## src/shared/rtc_pkg.sv

```systemverilog
// constants shared by the time-of-day unit
package rtc_pkg;
  // register byte offsets
  localparam logic [15:0] CTRL_OFS = 16'h0200;
  localparam logic [15:0] ALMCTL_OFS = 16'h0210;
  localparam logic [15:0] TIME_OFS = 16'h0220;
  localparam logic [15:0] DATE_OFS = 16'h0230;
  localparam logic [15:0] ATIME_OFS = 16'h0240;
  localparam logic [15:0] ADATE_OFS = 16'h0250;
  localparam logic [15:0] STAT_OFS = 16'h0260;
  localparam logic [15:0] ICLR_OFS = 16'h0270;
  localparam logic [15:0] IEN_OFS = 16'h0280;
  // alias offsets inside a register slot
  localparam logic [3:0] OP_WR = 4'h0;
  localparam logic [3:0] OP_CLR = 4'h4;
  localparam logic [3:0] OP_SET = 4'h8;
  localparam logic [3:0] OP_INV = 4'hC;
  // implemented bits of each register
  localparam logic [31:0] CTRL_MASK = 32'h03FF_A089;
  localparam logic [31:0] ALM_MASK = 32'h0000_CFFF;
  localparam logic [31:0] TIME_MASK = 32'h3F7F_7F00;
  localparam logic [31:0] DATE_MASK = 32'hFF1F_3F07;
  localparam logic [31:0] ADATE_MASK = 32'h001F_FF07;
  localparam logic [31:0] CTRL_RST = 32'h0000_0000;
  localparam logic [31:0] ALM_RST = 32'h0000_0000;
  localparam logic [1:0] ST_RST = 2'h0;
  // control and alarm control fields
  localparam int ON_BIT = 15;
  localparam int SECSEL_BIT = 7;
  localparam int CLKON_BIT = 6;
  localparam int WREN_BIT = 3;
  localparam int SYNC_BIT = 2;
  localparam int HALF_BIT = 1;
  localparam int OE_BIT = 0;
  localparam int CAL_LSB = 16;
  localparam int ALEN_BIT = 15;
  localparam int CHIME_BIT = 14;
  localparam int PIV_BIT = 13;
  localparam int ASYNC_BIT = 12;
  localparam int AMASK_LSB = 8;
  // time and date field positions
  localparam int SEC_LSB = 8;
  localparam int MIN_LSB = 16;
  localparam int HR_LSB = 24;
  localparam int DAY_LSB = 8;
  localparam int MON_LSB = 16;
  localparam int YR_LSB = 24;
  // status bits
  localparam int ST_ALARM = 0;
  localparam int ST_SEC = 1;
  // time base
  localparam int XTAL_HZ = 32768;
  localparam int HALF_PULSES = XTAL_HZ / 2;
  localparam int SYNC_WIN = 32;
endpackage : rtc_pkg

```

## src/core/time_of_day_unit.sv

```systemverilog
// time-of-day unit: bcd clock, calendar, alarm, drift trim
// Summary of operation
// control, alarm control, time, date and alarm time/date registers also at +0x4 clear, +0x8 set, +0xC toggle
// seconds, minutes, hours kept as bcd digit pairs, 24-hour
// half-second flag readable in the control register
// weekday, day, month, year with month-length day limits
// years 00..99 in bcd, february gets day 29 in leap years
// alarm interval from half second up to once a year
// repeat count drops by one on each alarm event, except at count zero without chime
// chime mode lets repeat count wrap and alarms continue
// drift trim applied automatically, covering 260 ppm
// second ticks counted from 32.768 kHz crystal edges
// output pin carries alarm pulse or seconds clock
// control and alarm control registers reset to zero
// enable bit writable only while write unlock is set
// signed 10-bit trim adds or drops pulses each minute
// alarm enable cleared on event at count zero without chime
// half-second flag cleared by a write to the time register
// weekday advances each day, 0 to 6 then back to 0
`timescale 1ns/1ps
module time_of_day_unit
  import rtc_pkg::*;
#(
  parameter int HALF_COUNT = HALF_PULSES
) (
  input wire logic CLK,
  input wire logic RSTN,
  input wire logic [15:0] ADDR,
  input wire logic [31:0] WDATA,
  input wire logic WR,
  input wire logic RD,
  input wire logic XTAL_IN,
  output logic [31:0] RDATA,
  output logic IRQ,
  output logic RTC_OUT
);
  // parameter range check
  if (HALF_COUNT < 1024 || HALF_COUNT > 65535) begin : g_chk
    $error("HALF_COUNT out of range");
  end

  localparam logic signed [16:0] HALF_LAST = 17'(HALF_COUNT - 1);
  localparam logic signed [16:0] SYNC_AT = 17'(HALF_COUNT - SYNC_WIN);

  // bcd increment with wrap: {wrapped, next}
  function automatic logic [8:0] inc2(input logic [7:0] v,
      input logic [7:0] top, input logic [7:0] low);
    if (v >= top) inc2 = {1'b1, low};
    else if (v[3:0] == 4'h9) inc2 = {1'b0, v[7:4] + 4'h1, 4'h0};
    else inc2 = {1'b0, v[7:4], v[3:0] + 4'h1};
  endfunction : inc2

  // last day of a month in bcd
  function automatic logic [7:0] last_day(input logic [7:0] mon,
      input logic [7:0] yr);
    logic leap;
    leap = yr[4] ? (yr[3:0] == 4'h2 || yr[3:0] == 4'h6)
                 : (yr[3:0] == 4'h0 || yr[3:0] == 4'h4 ||
                    yr[3:0] == 4'h8);
    case (mon)
      8'h02: last_day = leap ? 8'h29 : 8'h28;
      8'h04, 8'h06, 8'h09, 8'h11: last_day = 8'h30;
      default: last_day = 8'h31;
    endcase
  endfunction : last_day

  // plain write or alias operation
  function automatic logic [31:0] apply(input logic [31:0] old,
      input logic [31:0] d, input logic [3:0] op);
    case (op)
      OP_CLR: apply = old & ~d;
      OP_SET: apply = old | d;
      OP_INV: apply = old ^ d;
      default: apply = d;
    endcase
  endfunction : apply

  logic rs1_reg, rst_n;
  logic xs1_reg, xs2_reg, xs3_reg;
  logic signed [16:0] presc_reg;
  logic half_reg, pulse_reg;
  logic [31:0] ctrl_reg, alm_reg, time_reg, date_reg;
  logic [31:0] atime_reg, adate_reg;
  logic [1:0] stat_reg, ien_reg;
  logic [31:0] time_next, date_next;

  // reset release through two flops
  always_ff @(posedge CLK or negedge RSTN) begin
    if (!RSTN) begin
      rs1_reg <= 1'b0;
      rst_n <= 1'b0;
    end else begin
      rs1_reg <= 1'b1;
      rst_n <= rs1_reg;
    end
  end

  // bus decode
  wire [15:0] base = {ADDR[15:4], 4'h0};
  wire [3:0] op = ADDR[3:0];
  wire op_ok = (ADDR[1:0] == 2'b00);
  wire wren = ctrl_reg[WREN_BIT];
  wire on = ctrl_reg[ON_BIT];
  wire w_ctrl = WR && op_ok && base == CTRL_OFS;
  wire w_alm = WR && op_ok && base == ALMCTL_OFS;
  wire w_time = WR && op_ok && base == TIME_OFS && wren;
  wire w_date = WR && op_ok && base == DATE_OFS && wren;
  wire w_atime = WR && op_ok && base == ATIME_OFS;
  wire w_adate = WR && op_ok && base == ADATE_OFS;
  wire w_iclr = WR && op == OP_WR && base == ICLR_OFS;
  wire w_ien = WR && op == OP_WR && base == IEN_OFS;

  // crystal edge detect after two sync flops
  always_ff @(posedge CLK or negedge rst_n) begin
    if (!rst_n) begin
      xs1_reg <= 1'b0;
      xs2_reg <= 1'b0;
      xs3_reg <= 1'b0;
    end else begin
      xs1_reg <= XTAL_IN;
      xs2_reg <= xs1_reg;
      xs3_reg <= xs2_reg;
    end
  end
  wire xt_edge = xs2_reg && !xs3_reg;

  wire half_tick = on && xt_edge && presc_reg >= HALF_LAST;
  wire sec_tick = half_tick && half_reg;
  wire min_roll = sec_tick && time_reg[SEC_LSB+:8] >= 8'h59;
  wire signed [16:0] cal_ext = 17'($signed(ctrl_reg[CAL_LSB+:10]));
  wire near_roll = on && presc_reg >= SYNC_AT;

  // prescaler, trim loaded at each minute start
  always_ff @(posedge CLK or negedge rst_n) begin
    if (!rst_n) begin
      presc_reg <= 17'sd0;
    end else if (half_tick) begin
      presc_reg <= min_roll ? cal_ext : 17'sd0;
    end else if (on && xt_edge) begin
      presc_reg <= presc_reg + 17'sd1;
    end
  end

  // half-second flag
  always_ff @(posedge CLK or negedge rst_n) begin
    if (!rst_n) begin
      half_reg <= 1'b0;
    end else if (w_time) begin
      half_reg <= 1'b0;
    end else if (half_tick) begin
      half_reg <= !half_reg;
    end
  end

  // rollover cascade
  always_comb begin
    logic [8:0] s, m, h, d, mo, y;
    s = inc2(time_reg[SEC_LSB+:8], 8'h59, 8'h00);
    m = inc2(time_reg[MIN_LSB+:8], 8'h59, 8'h00);
    h = inc2(time_reg[HR_LSB+:8], 8'h23, 8'h00);
    d = inc2(date_reg[DAY_LSB+:8], last_day(date_reg[MON_LSB+:8],
        date_reg[YR_LSB+:8]), 8'h01);
    mo = inc2(date_reg[MON_LSB+:8], 8'h12, 8'h01);
    y = inc2(date_reg[YR_LSB+:8], 8'h99, 8'h00);
    time_next = time_reg;
    date_next = date_reg;
    time_next[SEC_LSB+:8] = s[7:0];
    if (s[8]) time_next[MIN_LSB+:8] = m[7:0];
    if (s[8] && m[8]) time_next[HR_LSB+:8] = h[7:0];
    if (s[8] && m[8] && h[8]) begin
      date_next[DAY_LSB+:8] = d[7:0];
      date_next[2:0] = (date_reg[2:0] >= 3'd6) ? 3'd0
                       : date_reg[2:0] + 3'd1;
      if (d[8]) date_next[MON_LSB+:8] = mo[7:0];
      if (d[8] && mo[8]) date_next[YR_LSB+:8] = y[7:0];
    end
  end

  // current time and date, bus write wins over count
  always_ff @(posedge CLK or negedge rst_n) begin
    if (!rst_n) begin
      time_reg <= 32'h0000_0000;
      date_reg <= 32'h0000_0000;
    end else begin
      if (w_time) time_reg <= apply(time_reg, WDATA, op) & TIME_MASK;
      else if (sec_tick) time_reg <= time_next & TIME_MASK;
      if (w_date) date_reg <= apply(date_reg, WDATA, op) & DATE_MASK;
      else if (sec_tick) date_reg <= date_next & DATE_MASK;
    end
  end

  // alarm time and date
  always_ff @(posedge CLK or negedge rst_n) begin
    if (!rst_n) begin
      atime_reg <= 32'h0000_0000;
      adate_reg <= 32'h0000_0000;
    end else begin
      if (w_atime) atime_reg <= apply(atime_reg, WDATA, op) & TIME_MASK;
      if (w_adate) adate_reg <= apply(adate_reg, WDATA, op) & ADATE_MASK;
    end
  end

  // alarm match against the time being entered
  wire [3:0] amask = alm_reg[AMASK_LSB+:4];
  wire [7:0] rpt = alm_reg[7:0];
  wire alen = alm_reg[ALEN_BIT];
  wire chime = alm_reg[CHIME_BIT];
  wire eq_s1 = time_next[SEC_LSB+:4] == atime_reg[SEC_LSB+:4];
  wire eq_s = time_next[SEC_LSB+:8] == atime_reg[SEC_LSB+:8];
  wire eq_m1 = time_next[MIN_LSB+:4] == atime_reg[MIN_LSB+:4];
  wire eq_m = time_next[MIN_LSB+:8] == atime_reg[MIN_LSB+:8];
  wire eq_h = time_next[HR_LSB+:8] == atime_reg[HR_LSB+:8];
  wire eq_w = date_next[2:0] == adate_reg[2:0];
  wire eq_d = date_next[DAY_LSB+:8] == adate_reg[DAY_LSB+:8];
  wire eq_mo = date_next[MON_LSB+:8] == adate_reg[MON_LSB+:8];
  logic hit;
  always_comb begin
    case (amask)
      4'h0: hit = 1'b1;
      4'h1: hit = half_reg;
      4'h2: hit = half_reg && eq_s1;
      4'h3: hit = half_reg && eq_s;
      4'h4: hit = half_reg && eq_s && eq_m1;
      4'h5: hit = half_reg && eq_s && eq_m;
      4'h6: hit = half_reg && eq_s && eq_m && eq_h;
      4'h7: hit = half_reg && eq_s && eq_m && eq_h && eq_w;
      4'h8: hit = half_reg && eq_s && eq_m && eq_h && eq_d;
      4'h9: hit = half_reg && eq_s && eq_m && eq_h && eq_d && eq_mo;
      default: hit = 1'b0;
    endcase
  end
  wire fire = half_tick && alen && hit;

  // control register, enable bit locked unless unlocked
  always_ff @(posedge CLK or negedge rst_n) begin
    if (!rst_n) begin
      ctrl_reg <= CTRL_RST;
    end else if (w_ctrl) begin
      ctrl_reg <= apply(ctrl_reg, WDATA, op) & CTRL_MASK;
      if (!wren) ctrl_reg[ON_BIT] <= ctrl_reg[ON_BIT];
    end
  end

  // alarm control with repeat count
  always_ff @(posedge CLK or negedge rst_n) begin
    if (!rst_n) begin
      alm_reg <= ALM_RST;
    end else if (w_alm) begin
      alm_reg <= apply(alm_reg, WDATA, op) & ALM_MASK;
    end else if (fire) begin
      if (rpt == 8'h00 && !chime) alm_reg[ALEN_BIT] <= 1'b0;
      else alm_reg[7:0] <= rpt - 8'h01;
    end
  end

  // alarm pulse, preset while alarm is off
  wire [31:0] alm_new = apply({alm_reg[31:14], pulse_reg,
      alm_reg[12:0]}, WDATA, op);
  always_ff @(posedge CLK or negedge rst_n) begin
    if (!rst_n) begin
      pulse_reg <= 1'b0;
    end else if (w_alm && !alen) begin
      pulse_reg <= alm_new[PIV_BIT];
    end else if (fire) begin
      pulse_reg <= !pulse_reg;
    end
  end

  // sticky status, set wins over clear
  always_ff @(posedge CLK or negedge rst_n) begin
    if (!rst_n) begin
      stat_reg <= ST_RST;
      ien_reg <= ST_RST;
      IRQ <= 1'b0;
    end else begin
      stat_reg <= (stat_reg & ~(w_iclr ? WDATA[1:0] : 2'b00)) |
                  {sec_tick, fire};
      if (w_ien) ien_reg <= WDATA[1:0];
      IRQ <= |(stat_reg & ien_reg);
    end
  end

  // output pin source
  always_ff @(posedge CLK or negedge rst_n) begin
    if (!rst_n) begin
      RTC_OUT <= 1'b0;
    end else begin
      RTC_OUT <= ctrl_reg[OE_BIT] && (ctrl_reg[SECSEL_BIT] ? !half_reg
                 : pulse_reg);
    end
  end

  // read data, one cycle after the strobe
  logic [31:0] rmux;
  always_comb begin
    rmux = 32'h0000_0000;
    case (base)
      CTRL_OFS: begin
        rmux = ctrl_reg;
        rmux[CLKON_BIT] = on;
        rmux[SYNC_BIT] = near_roll;
        rmux[HALF_BIT] = half_reg;
      end
      ALMCTL_OFS: begin
        rmux = alm_reg;
        rmux[PIV_BIT] = pulse_reg;
        rmux[ASYNC_BIT] = near_roll;
      end
      TIME_OFS: rmux = time_reg;
      DATE_OFS: rmux = date_reg;
      ATIME_OFS: rmux = atime_reg;
      ADATE_OFS: rmux = adate_reg;
      STAT_OFS: rmux = {30'h0, stat_reg};
      IEN_OFS: rmux = {30'h0, ien_reg};
      default: rmux = 32'h0000_0000;
    endcase
    if (!op_ok || base == ICLR_OFS) rmux = 32'h0000_0000;
  end
  always_ff @(posedge CLK or negedge rst_n) begin
    if (!rst_n) RDATA <= 32'h0000_0000;
    else RDATA <= RD ? rmux : 32'h0000_0000;
  end
endmodule : time_of_day_unit

```

## config.mk

```make
export PLATFORM = sky130hd
export DESIGN_NAME = time_of_day_unit
export DESIGN_NICKNAME = d
export VERILOG_FILES = /design/src/shared/rtc_pkg.sv /design/src/core/time_of_day_unit.sv
export SDC_FILE = /design/constraint.sdc
export NUM_CORES = 1
export LEC_CHECK = 0
export CAP_MARGIN = 40
export CORE_MARGIN = 2
export CORE_UTILIZATION = 50
export CTS_CLUSTER_SIZE = 28
export DETAILED_ROUTE_END_ITERATION = 10
export DONT_BUFFER_PORTS = 1
export PLACE_DENSITY = 0.64
export SLEW_MARGIN = 40
export SYNTH_ARGS = -nofsm -noshare
export SYNTH_HDL_FRONTEND = slang
export SYNTH_SLANG_ARGS = --single-unit
```

## constraint.sdc

```tcl
create_clock -name CLK -period 6.75 [get_ports CLK]
set_clock_uncertainty 0.15 [all_clocks]
set_input_delay 1.35 -clock CLK [delete_from_list [all_inputs] [get_ports CLK]]
set_output_delay 1.35 -clock CLK [all_outputs]
set_load 0.01 [all_outputs]
```

==> results of run 1 <==
synth_stat cells (all sizes together) (6+ instances only):
cell	number	area, um^2
a211oi	37	278
a21oi	175	876
a221oi	7	85.1
a222oi	81	811
a22oi	37	278
a31oi	38	244
and2	12	75.1
and3	8	50.1
buf	17	105
clkbuf	108	405
dfrtp	169	4230
ha	237	2970
inv	148	556
mux2i	8	80.1
nand2	113	424
nand3	33	165
nand4	23	144
nor2	143	544
nor2b	7	43.8
nor3	28	145
nor3b	7	52.6
nor4	14	93.8
o2111ai	6	58.8
o211ai	15	113
o21ai	181	932
o22ai	11	68.8
o31ai	10	75.1
or2	6	37.5
or3	12	75.1
or4	7	52.6
xnor2	30	263
logic make-up after synthesis:
group	Yosys count	synth area share (%)
AND/OR/NAND/NOR	426	13.6
XOR/XNOR	35	2.05
flip-flops	169	28.3
other	1	0.0251
multiplexers	10	0.686
AO/OA/AOI/OAI	646	28.5
buffers and inverters	273	7.12
adder cells (fa/ha/maj)	237	19.8
worst reg2reg max path, delay by kind of cell (launching register included):
kind / cells / cell delay [ps]
AO/OA/AOI/OAI: 9 / 2410
XOR/XNOR: 1 / 140
adder cells (fa/ha/maj): 1 / 300
buffers and inverters: 1 / 110
flip-flops: 1 / 520
multiplexers: 1 / 120
AND/OR/NAND/NOR: 4 / 1510
worst paths after layout:
path	start	to	slack (ps)	cells past startpoint
max in group asynchronous	rst_n$_DFF_PN0_	RDATA[6]$_DFF_PN0_	5180	2
max reg2reg	date_reg[27]$_DFFE_PN0P_	alm_reg[7]$_DFFE_PN0P_	1420	17
min	rst_n$_DFF_PN0_	adate_reg[17]$_DFFE_PN0P_	90	0
max	date_reg[27]$_DFFE_PN0P_	alm_reg[7]$_DFFE_PN0P_	1420	17
min reg2reg	rst_n$_DFF_PN0_	adate_reg[17]$_DFFE_PN0P_	90	0
min in group CLK	rs1_reg$_DFF_PN0_	rst_n$_DFF_PN0_	200	0
power by group through the flow:
stage / Sequential, mW / Combinational, mW / Clock, mW
2_1_floorplan: 1.31 / 1.24 / 0
3_3_place_gp: 1.52 / 1.38 / 0
3_5_place_dp: 1.53 / 1.41 / 0
4_1_cts: 1.51 / 1.43 / 1.11
5_1_grt: 1.55 / 1.63 / 1.14
6_report: 1.52 / 1.45 / 1.09
per-layer routing:
metal	track usage (%)	up-vias	routed length, um
li1	-	6484	-
met1	46.3	6883	22300
met2	48.6	599	22100
met3	7.62	94	4650
met4	12.3	4	1500
met5	0	-	27
through the flow:
step / std cells / worst slack, ps / utilization [%] / area (um^2)
global placement: 2090 / 1600 / 51.5 / 15200
floorplan: 1797 / 1540 / - / 15000
finish: 2123 / 1420 / 53.8 / 15900
detailed placement: 2091 / 1490 / 51.6 / 15300
CTS: 2123 / 1470 / 53.8 / 15900
global route: 2123 / 1120 / 53.8 / 15900
final cells by class:
cell class              count  area, um^2
clock buffers              22         494
clock inverters            10         140
fillers                  2756       13700
inverters                 148         556
multi-input cells        1355        9740
flip-flops and latches    169        4230
well taps                 390         488
repair buffers             29         238
==> flow_summary.yaml, run 1 <==
setup_path:
  critPathMaxFanout: 12
  cp.arrival_ps: 5560
  critPathBufInv: 1
  crit_chain: "inv_1, a31oi_1, o21ai_0, a2111oi_0, a41oi_1, ha_1, or4b_1, a221o_1, a31oi_1, mux2i_1, xnor2_1, nor4_1, nand4_1, a221oi_2, o21ai_2, or4_1, a31oi_1"
  max_stage_delay_ps: 600
  endpoint_kind: "flop"
  cp_data_required_time_ps: 6980
  path_delay_family: "compound AO/OA/AOI/OAI gates"
  crit_top_cell: "a31oi_1"
  critical_path_class: "reg -> reg"
  crit_slowest_cell: "or4b_1"
  cp-start-kind: "flop"
finish:
  antenna_cells: 0
  final_common_cell: "ha_1"
  final_cell_mix: "ha_1, o21ai_0, a21oi_1"
  synthToLayoutAreaGrowth_pct: 6.20
  drive_gt1_share_pct: 5.54
  nNetsFinal: 2010
  largest_register_ffs: 32
logic_synthesis:
  netlist_instances: 1797
  yosys_register_bits: 169
  synth_ff_type: "dfrtp_1"
  synth.distinct_cells: 84
  syn_area_per_cell_um2: 8.33
  ys_async_sr_fraction_pct: 100
  syn-num-nets: 2087
  synth-edff-count: 0
  ys_warn_count: 0
  ys_seq_area_share_pct: 28.3
  synth_area_um2: 15000
clocking:
  cts_sinks: 169
  ctsHoldBuffers: 0
  h-tree-depth: 4
  cts_resized: 0
  clock_tree.root_cell: "clkbuf_16"
  cts_tree: "yes"
  clk_pin_slew_worst_paths_ps: 70
  clkLatencyLatePin_ps: 460
  cts_buffers: 17
  ctsLongestPathBuffers: 2
  post_cts_buffers: 0
pwr:
  swShare_pct: 42.1
  irDropWorstVdd_uv: 188
  power.leakage_nw: 6.89
  p_per_area_nw_per_um2: 256
  p_comb_share_pct: 35.6
  intPower_mw: 2.35
  clkPwrFrac_pct: 26.9
  power_mw: 4.07
  p_seq_share_pct: 37.5
  p_switching_mw: 1.71
run:
  cap_violations: 0
timing:
  rsz0062_at_grt: "false"
  final.setup.tns_ps: 0
  setup_viol: 0
  clock.fmax_mhz: 188
  timing.slew.headroom_pct: 41.5
  post-route-period-util_pct: 79.0
  hold_viol_final: 0
  final-max-slew-violation-count: 0
  period_minus_slack_ps: 5330
  worstMarginPinSlew_ps: 870
  holdWs_ps: 91.5
drt:
  wl_per_cell_um: 23.8
  via_per_inst: 6.62
  wirelength_um: 50500
  drtPass1Iterations: 7
  drt_iter0_drc: 1827
  dr_total_vias: 14100
  drc: 0
  antenna_left: 0
placed_design:
  hpwlAfterDp_um: 34100
  place_congestion: 0.955
  port_buffers: 0
floorplan:
  die_area_um2: 31300
  start_util_pct: 50.6
  num_rows: 63
  num_io_pins: 87
  dieHeight_um: 177
  die_w_um: 177
  core-area_um2: 29600
hold_path:
  min_path_type: "reg -> async"
global_route:
  grt_first_pass_wirelength_um: 79100
  first_global_vias: 13300
  grt_usage_pct: 32.8
  grt_start_max_net_pins: 95
  antenna_found_initial: 2
  grt_overflow: 0
status:
  outcome: "completed"
Power figures use the tool's default switching activity.
==> run 2, diff against run 1 <==
- ABC_AREA: not set -> 1
- PLACE_DENSITY: 0.64 -> 0.67
- clock period: 6.75 -> 4.3 ns (I/O delays scaled with it)
==> flow_summary.yaml, run 2 <==
status:
  outcome: "finished with violations"
  violations: "design-rule violations"
timing:
  timing.slew.headroom_pct: 43.5
  clock.fmax_mhz: 261
  hold_viol_final: 0
  final.setup.tns_ps: 0
  post-route-period-util_pct: 89.1
  rsz0062_at_grt: "false"
  worstMarginPinSlew_ps: 842
  period_minus_slack_ps: 3830
  setup_viol: 0
  final-max-slew-violation-count: 0
setup_path:
  crit_top_cell: "nand2_1"
  max_stage_delay_ps: 470
  reg2reg_slack_ps: 470
  critPathBufInv: 4
  cp.arrival_ps: 4070
  cp-start-kind: "flop"
  cp_data_required_time_ps: 4540
  r2r_start: "date_reg[18]$_DFFE_PN0P_"
  r2r.worst_path.cells: 25
  critical_path_class: "reg -> reg"
  path_delay_family: "simple AND/OR/NAND/NOR gates"
  crit_slowest_cell: "dfrtp_1"
  critPathMaxFanout: 13
  endpoint_kind: "flop"
  worstReg2RegEnd: "alm_reg[3]$_DFFE_PN0P_"
clocking:
  post_cts_buffers: 0
  cts_buffers: 17
  cts_tree: "yes"
  cts_sinks: 169
  h-tree-depth: 4
  ctsLongestPathBuffers: 2
  clk_pin_slew_worst_paths_ps: 80
  clkLatencyLatePin_ps: 460
  clock_tree.root_cell: "clkbuf_16"
drt:
  drt_iter0_drc: 1506
  drc: 1
  wl_per_cell_um: 21.5
  drtPass1Iterations: 11
  via_per_inst: 6.20
  wirelength_um: 51100
  antenna_left: 0
  dr_total_vias: 14700
global_route:
  grt_start_max_net_pins: 72
  grt_first_pass_wirelength_um: 80700
  grt_usage_pct: 33.4
  grt_overflow: 0
  antenna_found_initial: 0
  first_global_vias: 14300
logic_synthesis:
  yosys_register_bits: 169
  yosysMostFrequentCell: "nand2_1"
  synth_area_um2: 14800
  synth.distinct_cells: 48
  synth_largest_area_cell: "dfrtp_1"
  syn_area_per_cell_um2: 7.47
  synth_area_leaders: "dfrtp_1, ha_1, nand2_1"
  ys_async_sr_fraction_pct: 100
  yosys-top-cells-count: "nand2_1, ha_1, inv_1"
  syn-num-nets: 2274
  synth_ff_type: "dfrtp_1"
  ys_warn_count: 0
  ys_seq_area_share_pct: 28.5
  synth-edff-count: 0
  synth_top_cell_area_share_pct: 28.5
  netlist_instances: 1984
floorplan:
  core-area_um2: 29400
  die_area_um2: 31000
  dieHeight_um: 176
  num_io_pins: 87
  num_rows: 63
  die_w_um: 176
  start_util_pct: 50.4
hold_path:
  min_path_type: "reg -> async"
pwr:
  p_switching_mw: 0.993
  p_seq_share_pct: 45.2
  swShare_pct: 27.9
  power_mw: 3.55
  irDropWorstVdd_uv: 279
  p_comb_share_pct: 8.2
  clkPwrFrac_pct: 46.6
  intPower_mw: 2.56
  p_per_area_nw_per_um2: 222
  power.leakage_nw: 7.65
finish:
  final_cell_mix: "nand2_1, ha_1, inv_1"
  synthToLayoutAreaGrowth_pct: 7.91
  nNetsFinal: 2261
  drive_gt1_share_pct: 5.29
  fin_util_pct: 54.4
  final_common_cell: "nand2_1"
  largest_register_ffs: 32
  n_fill_cell: 2790
  antenna_cells: 0
  final_cell_area_um2: 16000
run:
  cap_violations: 0
placed_design:
  place_congestion: 0.976
  placed_cell_area_um2: 15400
  port_buffers: 0
  hpwlAfterDp_um: 36000
[run 2: layout make-up]
| type | instances | area (um^2) | share of cell area [%] |
|---|---|---|---|
| multi-input combinational | 1500 | 9390 | 58.8 |
| clock buffer | 18 | 439 | 2.75 |
| inverter | 238 | 896 | 5.60 |
| clock inverter | 14 | 160 | 1.00 |
| sequential | 169 | 4230 | 26.5 |
| tap | 390 | 488 | 3.05 |
| timing repair buffer | 45 | 378 | 2.36 |
[run 2: worst max-delay path by stage]
stage,start,end,slack (ps),depth (start not counted)
final,date_reg[18]$_DFFE_PN0P_,alm_reg[3]$_DFFE_PN0P_,470,25
after CTS,date_reg[18]$_DFFE_PN0P_,alm_reg[2]$_DFFE_PN0P_,410,25
after floorplan,date_reg[16]$_DFFE_PN0P_,alm_reg[5]$_DFFE_PN0P_,1030,26
after detailed placement,date_reg[18]$_DFFE_PN0P_,alm_reg[0]$_DFFE_PN0P_,470,25
after global routing,date_reg[18]$_DFFE_PN0P_,alm_reg[2]$_DFFE_PN0P_,40,25
after global placement,date_reg[18]$_DFFE_PN0P_,alm_reg[5]$_DFFE_PN0P_,520,23
[run 2: power groups by stage]
stage / logic (mW) / clock network (mW) / registers [mW]
3_5_place_dp: 0.285 / 0 / 1.64
6_report: 0.291 / 1.65 / 1.61
5_1_grt: 0.330 / 1.71 / 1.61
2_1_floorplan: 0.180 / 0 / 1.65
4_1_cts: 0.289 / 1.66 / 1.61
3_3_place_gp: 0.272 / 0 / 1.64
[run 2: kinds of logic (layout without fill, tap and decap cells)]
logic type | count (synthesis) | count (layout) | synth area share, %
xor+xnor | 14 | 14 | 0.828
simple gates | 781 | 781 | 21.9
buf+inv | 315 | 315 | 8.19
flops | 169 | 169 | 28.5
compound gates | 467 | 467 | 20.5
other cells | 1 | 1 | 0.0253
fa+ha+maj | 237 | 237 | 20.0
[run 2: layer usage]
metal  vias to the layer above  track usage [%]  wire, um
met5                         -                0         0
met4                         0             13.1      1750
met3                       127             6.22      4040
met2                       680             53.8     23400
met1                      7148             44.3     21900
li1                       6770                -         -
[run 2: repair_timing]
action | CTS | global route
resized for setup | 0 | 2
hold buffers | 1 | 0
setup endpoints to repair | 0 | 8
endpoints found under the hold margin | 2 | 0
[run 2: per-stage QoR]
stage | setup slack (ps) | hold WS [ps] | std cells
floorplan | 1030 | 181 | 1984
detailed placement | 466 | 177 | 2341
CTS | 413 | 180 | 2374
finish | 468 | 151 | 2374
global placement | 520 | 172 | 2341
global route | 37.4 | 201 | 2374
==> run 3, diff against run 2 <==
- ABC_AREA: 1 -> 0
==> flow_summary.yaml, run 3 (synthesized netlist as in run 1, its figures left out) <==
status:
  outcome: "finished with violations"
  violations: "negative setup slack"
setup_path:
  path_delay_family: "compound AO/OA/AOI/OAI gates"
  endpoint_kind: "flop"
  critPathBufInv: 3
  cp_data_required_time_ps: 4520
  crit_chain: "inv_1, a31oi_1, o21ai_1, a2111oi_2, a41oi_1, ha_1, or4b_4, a221o_1, a31oi_1, mux2i_1, xnor2_1, nor4_1, nand4_1, a221oi_2, buf_4, o21ai_4, buf_6, or3_1, a31oi_1"
  crit_top_cell: "a31oi_1"
  cp-start-kind: "flop"
  cp.arrival_ps: 4840
  critical_path_class: "reg -> reg"
  max_stage_delay_ps: 510
  crit_slowest_cell: "or4b_4"
  critPathMaxFanout: 5
clocking:
  clk_pin_slew_worst_paths_ps: 70
  clock_tree.root_cell: "clkbuf_16"
  cts_buffers: 17
  clkLatencyLatePin_ps: 460
  cts_tree: "yes"
  h-tree-depth: 4
  cts_sinks: 169
  ctsLongestPathBuffers: 2
drt:
  antenna_left: 0
  dr_total_vias: 14500
  drc: 0
  wirelength_um: 51400
  drt_iter0_drc: 2068
  via_per_inst: 6.61
  wl_per_cell_um: 23.4
  drtPass1Iterations: 7
timing:
  post-route-period-util_pct: 107
  rsz0062_at_grt: "true"
  fin_ws_ps: -313
  worstMarginPinSlew_ps: 804
  period_minus_slack_ps: 4610
  final-max-slew-violation-count: 0
  timing.slew.headroom_pct: 46.4
  holdWs_ps: 117
  hold_viol_final: 0
  setup_viol: 10
  clock.fmax_mhz: 217
finish:
  drive_gt1_share_pct: 9.25
  n_fill_cell: 2697
  final_cell_mix: "ha_1, o21ai_0, a21oi_1"
  nNetsFinal: 2084
  synthToLayoutAreaGrowth_pct: 9.95
  antenna_cells: 0
  final_common_cell: "ha_1"
  largest_register_ffs: 32
  layout.cells.non_filler: 2196
placed_design:
  port_buffers: 0
  place_congestion: 0.963
  hpwlAfterDp_um: 35400
  place_inst: 2163
floorplan:
  dieHeight_um: 177
  core-area_um2: 29600
  num_io_pins: 87
  die_area_um2: 31300
  start_util_pct: 50.6
  die_w_um: 177
  num_rows: 63
pwr:
  power_mw: 6.53
  power.leakage_nw: 7.21
  irDropWorstVdd_uv: 266
  p_per_area_nw_per_um2: 397
global_route:
  antenna_found_initial: 1
  first_global_vias: 13800
  grt_overflow: 0
  grt_usage_pct: 33.0
  grt_first_pass_wirelength_um: 80300
  grt_start_max_net_pins: 104
run:
  cap_violations: 0
hold_path:
  min_path_type: "reg -> async"
[run 3: worst paths after layout]
check	from	slack [ps]	depth (start not counted)	endpoint
worst min register to register	rst_n$_DFF_PN0_	120	0	atime_reg[20]$_DFFE_PN0P_
worst min-delay path	rst_n$_DFF_PN0_	120	0	atime_reg[20]$_DFFE_PN0P_
min in group CLK	rs1_reg$_DFF_PN0_	210	0	rst_n$_DFF_PN0_
worst max register to register	date_reg[27]$_DFFE_PN0P_	-310	19	alm_reg[6]$_DFFE_PN0P_
worst max-delay path	date_reg[27]$_DFFE_PN0P_	-310	19	alm_reg[6]$_DFFE_PN0P_
max in group asynchronous	rst_n$_DFF_PN0_	3200	1	alm_reg[7]$_DFFE_PN0P_
[run 3: where the power goes]
part | switching [mW] | internal [mW]
clock network | 0.700 | 0.782
logic | 1.75 | 1.19
registers | 0.311 | 1.80
total | 2.76 | 3.77
[run 3: repair_timing]
action,CTS,global route
pin swaps,4,3
setup buffers,2,0
endpoints found under the hold margin,2,0
gates resized for setup,9,3
endpoints found under the setup margin,11,13
hold buffers,1,0
[run 3: routing by layer]
layer	wire, um	up-vias	share of wire [%]	global-route usage, %
li1	-	6639	-	-
met5	0	-	0	0
met3	4620	77	9.0	5.00
met4	1240	0	2.4	10.2
met1	22500	7102	44	46.7
met2	23100	699	45	51.9
[run 3: final cells by class]
class                           count  area (um^2)  area share (%)
Clock buffer                       25          485            2.95
Multi-Input combinational cell   1355         9790            59.5
Tap cell                          390          488            2.97
Inverter                          148          556            3.38
Sequential cell                   169         4230            25.7
Clock inverter                      6         42.5           0.259
Timing Repair Buffer              103          858            5.22
[run 3: stage by stage]
step / worst slack (ps) / cell area, um^2 / setup TNS, ps / util [%]
floorplan: -4.57 / 15000 / -9.33 / -
global route: -583 / 16500 / -4980 / 55.7
finish: -313 / 16500 / -1970 / 55.7
global placement: -334 / 15800 / -2200 / 53.5
detailed placement: -389 / 15900 / -2560 / 53.6
CTS: -267 / 16400 / -1560 / 55.6
